### src/tmr_pkg.sv
// constants and types shared by the split-capable timer
// Functional notes
// - timing, capture/compare and pwm in 32-bit use
// - split option gives two independent 16-bit counters
// - capture, pin and pwm only when not split
// - one-shot and continuous auto-reload counting modes
// - programmable prescaler divides the counting clock
// - pin selectable as timer input or output
// - output pin shows pwm or rollover toggle
// - input pin counts, gates clock or captures
package tmr_pkg;
    localparam logic [7:0] off_ctrl = 8'h00;
    localparam logic [7:0] off_presc = 8'h04;
    localparam logic [7:0] off_count = 8'h08;
    localparam logic [7:0] off_limit = 8'h0c;
    localparam logic [7:0] off_cmp = 8'h10;
    localparam logic [7:0] off_capt = 8'h14;
    localparam logic [7:0] off_status = 8'h18;
    localparam logic [7:0] off_mask = 8'h1c;

    localparam int bit_en_a = 0;
    localparam int bit_cont_a = 1;
    localparam int bit_split = 2;
    localparam int bit_en_b = 3;
    localparam int bit_cont_b = 4;
    localparam int pos_pin = 5;

    localparam int bit_roll_a = 0;
    localparam int bit_event = 1;
    localparam int bit_roll_b = 2;

    localparam logic [31:0] rst_ctrl = 32'h0000_0000;
    localparam logic [31:0] rst_presc = 32'h0000_0000;
    localparam logic [31:0] rst_limit = 32'hffff_ffff;
    localparam logic [31:0] rst_cmp = 32'h0000_0000;
    localparam logic [2:0] rst_mask = 3'h0;

    localparam logic [1:0] resp_okay = 2'h0;
    localparam logic [1:0] resp_slverr = 2'h2;

    typedef enum logic [2:0] {
        pin_off = 3'b000,
        pin_pwm = 3'b001,
        pin_roll = 3'b010,
        pin_count = 3'b011,
        pin_gate = 3'b100,
        pin_capture = 3'b101
    } pin_mode_t;
endpackage

### src/tmr_prescaler.sv
// clock prescaler giving a one-cycle count enable
`timescale 1ns/100ps
module tmr_prescaler #(
    parameter int width = 16
) (
    input wire logic aclk,
    input wire logic aresetn,
    input wire logic [width-1:0] div,
    output logic tick
);
    logic [width-1:0] cnt;

    // divides by div+1; div of zero ticks every cycle
    always_ff @(posedge aclk) begin
        if (!aresetn) begin
            cnt <= '0;
            tick <= 1'b0;
        end else if (cnt >= div) begin
            cnt <= '0;
            tick <= 1'b1;
        end else begin
            cnt <= cnt + 1'b1;
            tick <= 1'b0;
        end
    end
endmodule

### src/tmr_unit.sv
// split-capable 32-bit timer with axi4-lite registers and pin function
`timescale 1ns/100ps
module tmr_unit (
    input wire logic aclk,
    input wire logic aresetn,
    input wire logic [7:0] s_axi_awaddr,
    input wire logic s_axi_awvalid,
    output logic s_axi_awready,
    input wire logic [31:0] s_axi_wdata,
    input wire logic [3:0] s_axi_wstrb,
    input wire logic s_axi_wvalid,
    output logic s_axi_wready,
    output logic [1:0] s_axi_bresp,
    output logic s_axi_bvalid,
    input wire logic s_axi_bready,
    input wire logic [7:0] s_axi_araddr,
    input wire logic s_axi_arvalid,
    output logic s_axi_arready,
    output logic [31:0] s_axi_rdata,
    output logic [1:0] s_axi_rresp,
    output logic s_axi_rvalid,
    input wire logic s_axi_rready,
    input wire logic pin_i,
    output logic pin_o,
    output logic pin_oe,
    output logic irq
);
    import tmr_pkg::*;

    logic [31:0] ctrl;
    logic [31:0] presc;
    logic [31:0] cnt;
    logic [31:0] limit;
    logic [31:0] cmp;
    logic [31:0] capt;
    logic [2:0] status;
    logic [2:0] mask;

    // ---------------- axi4-lite write side
    logic aw_held;
    logic w_held;
    logic [7:0] aw_q;
    logic [31:0] w_q;
    logic [3:0] s_q;
    logic wr_go;
    logic [7:0] wa;
    logic [31:0] wd;
    logic [3:0] ws;

    assign s_axi_awready = !aw_held && !s_axi_bvalid;
    assign s_axi_wready = !w_held && !s_axi_bvalid;
    assign wr_go = (aw_held || s_axi_awvalid) && (w_held || s_axi_wvalid) && !s_axi_bvalid;
    assign wa = aw_held ? aw_q : s_axi_awaddr;
    assign wd = w_held ? w_q : s_axi_wdata;
    assign ws = w_held ? s_q : s_axi_wstrb;

    function automatic logic [31:0] merge(input logic [31:0] old,
                                          input logic [31:0] d,
                                          input logic [3:0] s);
        logic [31:0] r;
        r = old;
        for (int i = 0; i < 4; i++) begin
            if (s[i]) begin
                r[8*i +: 8] = d[8*i +: 8];
            end
        end
        return r;
    endfunction

    // address and data may come in either order; held until the pair is done
    always_ff @(posedge aclk) begin
        if (!aresetn) begin
            aw_held <= 1'b0;
            w_held <= 1'b0;
            aw_q <= 8'h00;
            w_q <= 32'h0000_0000;
            s_q <= 4'h0;
        end else if (wr_go) begin
            aw_held <= 1'b0;
            w_held <= 1'b0;
        end else begin
            if (s_axi_awvalid && s_axi_awready) begin
                aw_held <= 1'b1;
                aw_q <= s_axi_awaddr;
            end
            if (s_axi_wvalid && s_axi_wready) begin
                w_held <= 1'b1;
                w_q <= s_axi_wdata;
                s_q <= s_axi_wstrb;
            end
        end
    end

    function automatic logic mapped(input logic [7:0] a);
        return a[1:0] == 2'h0 && a <= off_mask;
    endfunction

    always_ff @(posedge aclk) begin
        if (!aresetn) begin
            s_axi_bvalid <= 1'b0;
            s_axi_bresp <= resp_okay;
        end else if (wr_go) begin
            s_axi_bvalid <= 1'b1;
            s_axi_bresp <= mapped(wa) ? resp_okay : resp_slverr;
        end else if (s_axi_bready) begin
            s_axi_bvalid <= 1'b0;
        end
    end

    logic wr_ctrl;
    logic wr_cnt;
    assign wr_ctrl = wr_go && wa == off_ctrl;
    assign wr_cnt = wr_go && wa == off_count;

    // ---------------- axi4-lite read side
    assign s_axi_arready = !s_axi_rvalid;

    always_ff @(posedge aclk) begin
        if (!aresetn) begin
            s_axi_rvalid <= 1'b0;
            s_axi_rdata <= 32'h0000_0000;
            s_axi_rresp <= resp_okay;
        end else if (s_axi_arvalid && s_axi_arready) begin
            s_axi_rvalid <= 1'b1;
            s_axi_rresp <= mapped(s_axi_araddr) ? resp_okay : resp_slverr;
            unique case (s_axi_araddr)
                off_ctrl: s_axi_rdata <= ctrl;
                off_presc: s_axi_rdata <= presc;
                off_count: s_axi_rdata <= cnt;
                off_limit: s_axi_rdata <= limit;
                off_cmp: s_axi_rdata <= cmp;
                off_capt: s_axi_rdata <= capt;
                off_status: s_axi_rdata <= {29'h0, status};
                off_mask: s_axi_rdata <= {29'h0, mask};
                default: s_axi_rdata <= 32'h0000_0000;
            endcase
        end else if (s_axi_rready) begin
            s_axi_rvalid <= 1'b0;
        end
    end

    // ---------------- pin synchroniser
    logic pin_s1;
    logic pin_s2;
    logic pin_s3;
    logic pin_rise;

    // the pin must stay under a quarter of aclk so no edge slips past
    always_ff @(posedge aclk) begin
        if (!aresetn) begin
            pin_s1 <= 1'b0;
            pin_s2 <= 1'b0;
            pin_s3 <= 1'b0;
        end else begin
            pin_s1 <= pin_i;
            pin_s2 <= pin_s1;
            pin_s3 <= pin_s2;
        end
    end
    assign pin_rise = pin_s2 && !pin_s3;

    // ---------------- mode decode
    logic split;
    logic en_a;
    logic en_b;
    pin_mode_t pmode;
    logic pin_live;

    assign split = ctrl[bit_split];
    assign en_a = ctrl[bit_en_a];
    assign en_b = ctrl[bit_en_b];
    assign pmode = pin_mode_t'(ctrl[pos_pin +: 3]);
    assign pin_live = !split;

    // ---------------- prescalers and count enables
    logic pre_a;
    logic pre_b;
    logic tick_a;

    tmr_prescaler #(.width(16)) u_pre_a (
        .aclk(aclk),
        .aresetn(aresetn),
        .div(presc[15:0]),
        .tick(pre_a)
    );

    tmr_prescaler #(.width(16)) u_pre_b (
        .aclk(aclk),
        .aresetn(aresetn),
        .div(presc[31:16]),
        .tick(pre_b)
    );

    always_comb begin
        tick_a = pre_a;
        if (pin_live && pmode == pin_count) begin
            tick_a = pin_rise;
        end else if (pin_live && pmode == pin_gate) begin
            tick_a = pre_a && pin_s2;
        end
    end

    logic step_a;
    logic step_b;
    logic hit_a;
    logic hit_b;
    logic roll_a;
    logic roll_b;

    assign step_a = en_a && tick_a;
    assign step_b = split && en_b && pre_b;
    assign hit_a = split ? cnt[15:0] == limit[15:0] : cnt == limit;
    assign hit_b = cnt[31:16] == limit[31:16];
    assign roll_a = step_a && hit_a;
    assign roll_b = step_b && hit_b;

    // ---------------- counter
    // a software write of the count overrides any step in the same cycle
    always_ff @(posedge aclk) begin
        if (!aresetn) begin
            cnt <= 32'h0000_0000;
        end else if (wr_cnt) begin
            cnt <= merge(cnt, wd, ws);
        end else if (split) begin
            if (step_a) begin
                cnt[15:0] <= hit_a ? 16'h0000 : cnt[15:0] + 16'h0001;
            end
            if (step_b) begin
                cnt[31:16] <= hit_b ? 16'h0000 : cnt[31:16] + 16'h0001;
            end
        end else if (step_a) begin
            cnt <= hit_a ? 32'h0000_0000 : cnt + 32'h0000_0001;
        end
    end

    // ---------------- control and setup registers
    always_ff @(posedge aclk) begin
        if (!aresetn) begin
            ctrl <= rst_ctrl;
        end else if (wr_ctrl) begin
            ctrl <= merge(ctrl, wd, ws);
        end else begin
            if (roll_a && !ctrl[bit_cont_a]) begin
                ctrl[bit_en_a] <= 1'b0;
            end
            if (roll_b && !ctrl[bit_cont_b]) begin
                ctrl[bit_en_b] <= 1'b0;
            end
        end
    end

    always_ff @(posedge aclk) begin
        if (!aresetn) begin
            presc <= rst_presc;
            limit <= rst_limit;
            cmp <= rst_cmp;
            mask <= rst_mask;
        end else if (wr_go) begin
            if (wa == off_presc) begin
                presc <= merge(presc, wd, ws);
            end
            if (wa == off_limit) begin
                limit <= merge(limit, wd, ws);
            end
            if (wa == off_cmp) begin
                cmp <= merge(cmp, wd, ws);
            end
            if (wa == off_mask && ws[0]) begin
                mask <= wd[2:0];
            end
        end
    end

    // ---------------- capture and compare
    logic cap_ev;
    logic cmp_ev;

    assign cap_ev = pin_live && pmode == pin_capture && pin_rise;
    assign cmp_ev = pin_live && pmode == pin_pwm && step_a && cnt == cmp;

    always_ff @(posedge aclk) begin
        if (!aresetn) begin
            capt <= 32'h0000_0000;
        end else if (cap_ev) begin
            capt <= cnt;
        end
    end

    // ---------------- pin output
    logic pin_out_mode;
    assign pin_out_mode = pmode == pin_pwm || pmode == pin_roll;

    always_ff @(posedge aclk) begin
        if (!aresetn) begin
            pin_o <= 1'b0;
            pin_oe <= 1'b0;
        end else begin
            pin_oe <= pin_live && pin_out_mode;
            if (!pin_live || !pin_out_mode) begin
                pin_o <= 1'b0;
            end else if (pmode == pin_pwm) begin
                pin_o <= cnt < cmp;
            end else if (roll_a) begin
                pin_o <= !pin_o;
            end
        end
    end

    // ---------------- interrupt flags, write one to clear
    logic [2:0] set_ev;
    logic [2:0] clr_ev;

    assign set_ev = {roll_b, cap_ev || cmp_ev, roll_a};
    assign clr_ev = (wr_go && wa == off_status && ws[0]) ? wd[2:0] : 3'h0;

    // a new event wins over a clear in the same cycle
    always_ff @(posedge aclk) begin
        if (!aresetn) begin
            status <= 3'h0;
        end else begin
            status <= (status & ~clr_ev) | set_ev;
        end
    end

    // next flags against the next mask, so irq never lags a mask write
    logic [2:0] next_status_m;
    assign next_status_m = ((status & ~clr_ev) | set_ev)
        & ((wr_go && wa == off_mask && ws[0]) ? wd[2:0] : mask);
    always_ff @(posedge aclk) begin
        if (!aresetn) begin
            irq <= 1'b0;
        end else begin
            irq <= |(next_status_m);
        end
    end
endmodule

### config.mk
export PLATFORM = sky130hd
export DESIGN_NAME = tmr_unit
export DESIGN_NICKNAME = d
export VERILOG_FILES = /design/src/tmr_pkg.sv /design/src/tmr_prescaler.sv /design/src/tmr_unit.sv
export SDC_FILE = /design/constraint.sdc
export NUM_CORES = 1
export LEC_CHECK = 0
export BUFFER_PORTS_ARGS = -buffer_cell sky130_fd_sc_hd__buf_2
export CORE_MARGIN = 1.5
export CORE_UTILIZATION = 45
export CTS_BUF_LIST = sky130_fd_sc_hd__clkbuf_16
export DETAILED_ROUTE_END_ITERATION = 8
export PLACE_DENSITY = 0.67
export SKIP_CTS_REPAIR_TIMING = 1
export SYNTH_ARGS = -nofsm -noshare
export SYNTH_HDL_FRONTEND = slang
export SYNTH_SLANG_ARGS = --single-unit
### constraint.sdc
create_clock -name aclk -period 3.6 [get_ports aclk]
set_clock_uncertainty 0.1 [all_clocks]
set_input_delay 0.18 -clock aclk [delete_from_list [all_inputs] [get_ports aclk]]
set_output_delay 0.18 -clock aclk [all_outputs]
set_load 0.01 [all_outputs]
==> reports/results.tsv <==
stage	metric	value	unit
cts	clkTransAtPathRegs	0.06	ns
sta	maxClockFrequency	321	MHz
min_path	holdCritStartpoint	s_axi_awaddr[3]	
yosys	synthMuxAreaShare	0.0324	
die	die_w	192	um
power	leakagePower	6.81	nW
yosys	synthXorXnorAreaFrac	0.0404	
power	p_per_area	419	nW/um^2
cts	htreeDepth	2	
placed_design	portBuffers	101	
sta	setup_ws	0.485	ns
sta	period_needed	3.11	ns
global_route	grt_max_degree	61	
yosys	synth_top_family_by_area	compound AO/OA/AOI/OAI gates	
die	dieArea	36800	um^2
placed_design	gp_congestion	0.952	
detailed_routing	routed_wirelength	50900	um
sta	whs	-0.0265	ns
final_layout	diodes	0	
worst_setup_path	critPathMaxFanout	15	
cts	cts_max_path_buffers	3	
min_path	hp-class	in -> reg	
cts	clk_latency	0.54	ns
job	cap_violations	0	
cts	cts.sinks	320	
min_path	min_path_cells	5	
yosys	synthSimpleGateAreaFrac	0.185	
cts	cts_tree	built	
sta	fin_crit_sh	0.865	
sta	relSlewSlack	0.166	
yosys	syn_inst	1967	
worst_setup_path	startpoint_type	flip-flop	
power	ir_drop	0.362	mV
final_layout	fin_nets	2202	
yosys	synth_cell_types	75	
placed_design	post-dp-hpwl	34900	um
power	power.net_switching	1.93	mW
global_route	grt_pass1_wl	79400	um
yosys	netlist_area	16000	um^2
sta	worstMarginPinSlew	1.24	ns
yosys	synth_compound_area_frac	0.236	
worst_setup_path	worstPathArrival	3.43	ns
power	cellInternalPower	5.87	mW
sta	finalHoldViolations	1	
die	ios	104	
power	swShare	0.248	
yosys	synthArstFlopShare	0	
die	initial_utilization	0.461	
worst_setup_path	critical_path_class	reg -> reg	
final_layout	area_growth	16.1	%
final_layout	final_common_cell	dfxtp_1	
global_route	track_usage	0.275	
placed_design	pre_cts_ws	0.567	ns
global_route	grt_pass1_vias	14200	
sta	final.setup.tns	0	ns
power	comb_power_share	0.071	
final_layout	mostFrequentLayoutCells	dfxtp_1 (319), nor2_1 (248), nand2_1 (237)	
yosys	synth.avg_cell_area	8.15	um^2
detailed_routing	post_drt_wl_per_cell	19.9	um
cts	cts_inserted_buffers	38	
status	violations	negative hold slack	
final_layout	drive_above_1_share	0.115	
sta	finalSetupViolations	0	
detailed_routing	dr_total_vias	15100	
power	p_seq_frac	0.464	
status	status	finished, violations left	
yosys	synth_edf_count	0	
worst_setup_path	rr_startpoint	aw_held$_SDFFE_PP0P_	
worst_setup_path	worst_ep_required_time	3.91	ns
yosys	ys.flop_type	dfxtp_1	
power	pwr-share-clk	0.465	
detailed_routing	vias_per_cell	5.91	
yosys	synth_adder_area_share	0.0531	
detailed_routing	drc	0	
yosys	synth_warnings	0	
detailed_routing	first_iter_violations	1254	
cts	cts-root-buf	clkbuf_16	
yosys	synth_seq_cells	320	
worst_setup_path	crit_path_start	aw_held$_SDFFE_PP0P_	
sta	rsz0062_at_grt	false	
yosys	ys_seq_area_frac	0.399	
detailed_routing	ant_nets	0	
global_route	grt_antenna_before_repair	0	
detailed_routing	dr.pass1.iters	6	
global_route	grt.overflow.total	0	
worst_setup_path	setup.worst_path.end_class	flip-flop	
die	die_h	192	um
final_layout	fillCellCount	3295	
die	rows	68	
sta	slew_viol_final	0	
die	design.core.area	34800	um^2
worst_setup_path	reg2regPathDepth	6	
[registers in the layout (all words and copies together) (netlist names), 3 cells and up]
signal,flops
w_q,32
u_pre_a.cnt,16
cmp,32
mask,3
ctrl,32
presc,32
cnt,32
u_pre_b.cnt,16
capt,32
limit,32
s_axi_rdata,32
s_q,4
status,3
aw_q,8
[cell usage after synthesis, types with 8 or more instances]
library cell | count | share of area
a211oi_1 | 86 | 0.040
a21o_1 | 24 | 0.011
a21oi_1 | 163 | 0.051
a22oi_1 | 95 | 0.044
a31oi_1 | 35 | 0.014
and2_1 | 8 | 0.0031
and3_1 | 18 | 0.0070
buf_2 | 21 | 0.0066
clkbuf_1 | 108 | 0.025
dfxtp_1 | 320 | 0.40
ha_1 | 68 | 0.053
inv_1 | 78 | 0.018
mux2i_1 | 44 | 0.027
nand2_1 | 237 | 0.055
nand2b_1 | 12 | 0.0047
nand3_1 | 44 | 0.014
nand4_1 | 20 | 0.0078
nor2_1 | 252 | 0.059
nor2b_1 | 8 | 0.0031
nor3_1 | 22 | 0.0069
nor4_1 | 13 | 0.0051
o211ai_1 | 41 | 0.019
o21ai_0 | 34 | 0.011
o21ai_1 | 12 | 0.0037
o22ai_1 | 10 | 0.0039
o32ai_1 | 9 | 0.0049
xnor2_1 | 20 | 0.011
xor2_1 | 54 | 0.029
[cell type report]
cell class              count  area (um^2)  area share
multi-input cells        1432         8810       0.473
well taps                 455          569      0.0306
clock inverters            27          173     0.00927
inverters                  79          302      0.0162
flip-flops and latches    320         6410       0.344
clock buffers              39          976      0.0524
repair buffers            203         1390      0.0748
[cell families after synthesis]
logic type | after synthesis
other | 1
flip-flops | 320
XOR/XNOR | 74
AO/OA/AOI/OAI | 568
AND/OR/NAND/NOR | 669
adder cells (fa/ha/maj) | 68
multiplexers | 51
buffers and inverters | 216
[per-layer routing]
metal,vias to the layer above,routed length (um),share of wire,global-route usage
li1,7244,-,-,-
met1,7216,21600,0.42,0.356
met2,531,24400,0.48,0.466
met3,102,3230,0.063,0.0351
met4,0,1680,0.033,0.102
met5,-,0,0,0
[power groups by stage]
stage	clock network (mW)	registers [mW]	logic [mW]
2_1_floorplan	0	3.69	0.313
3_3_place_gp	0	3.70	0.497
3_5_place_dp	0	3.70	0.504
4_1_cts	3.67	3.62	0.506
5_1_grt	3.82	3.63	0.594
6_report	3.63	3.63	0.551
[worst paths after layout]
| kind | slack (ns) | endpoint |
|---|---|---|
| max | 0.49 | cnt[26]$_SDFFE_PN0P_ |
| min | -0.03 | aw_q[3]$_SDFFE_PN0P_ |
| max reg2reg | 0.49 | cnt[26]$_SDFFE_PN0P_ |
| min reg2reg | 0.35 | pin_s2$_SDFF_PN0_ |
[through the flow]
stage | hold slack, ns | instance area, um^2 | instances | util | total power [mW]
2_1_floorplan | 0.179 | 16000 | 1968 | - | 4.00
3_3_place_gp | 0.268 | 17000 | 2440 | 0.488 | 4.20
3_5_place_dp | 0.274 | 17000 | 2440 | 0.488 | 4.21
4_1_cts | -0.284 | 18100 | 2506 | 0.521 | 7.80
5_1_grt | 0.0339 | 18600 | 2555 | 0.535 | 8.04
6_report | -0.0265 | 18600 | 2555 | 0.535 | 7.81
[critical path, cell delays in order (launching register included)]
cell and delay [ns]:
dfxtp_1 0.60, mux2_2 0.47, or4_1 0.68, o211ai_2 0.33
o21ai_0 0.27, a2111oi_0 0.46, nor2_1 0.09
Power figures use the tool's default switching activity.
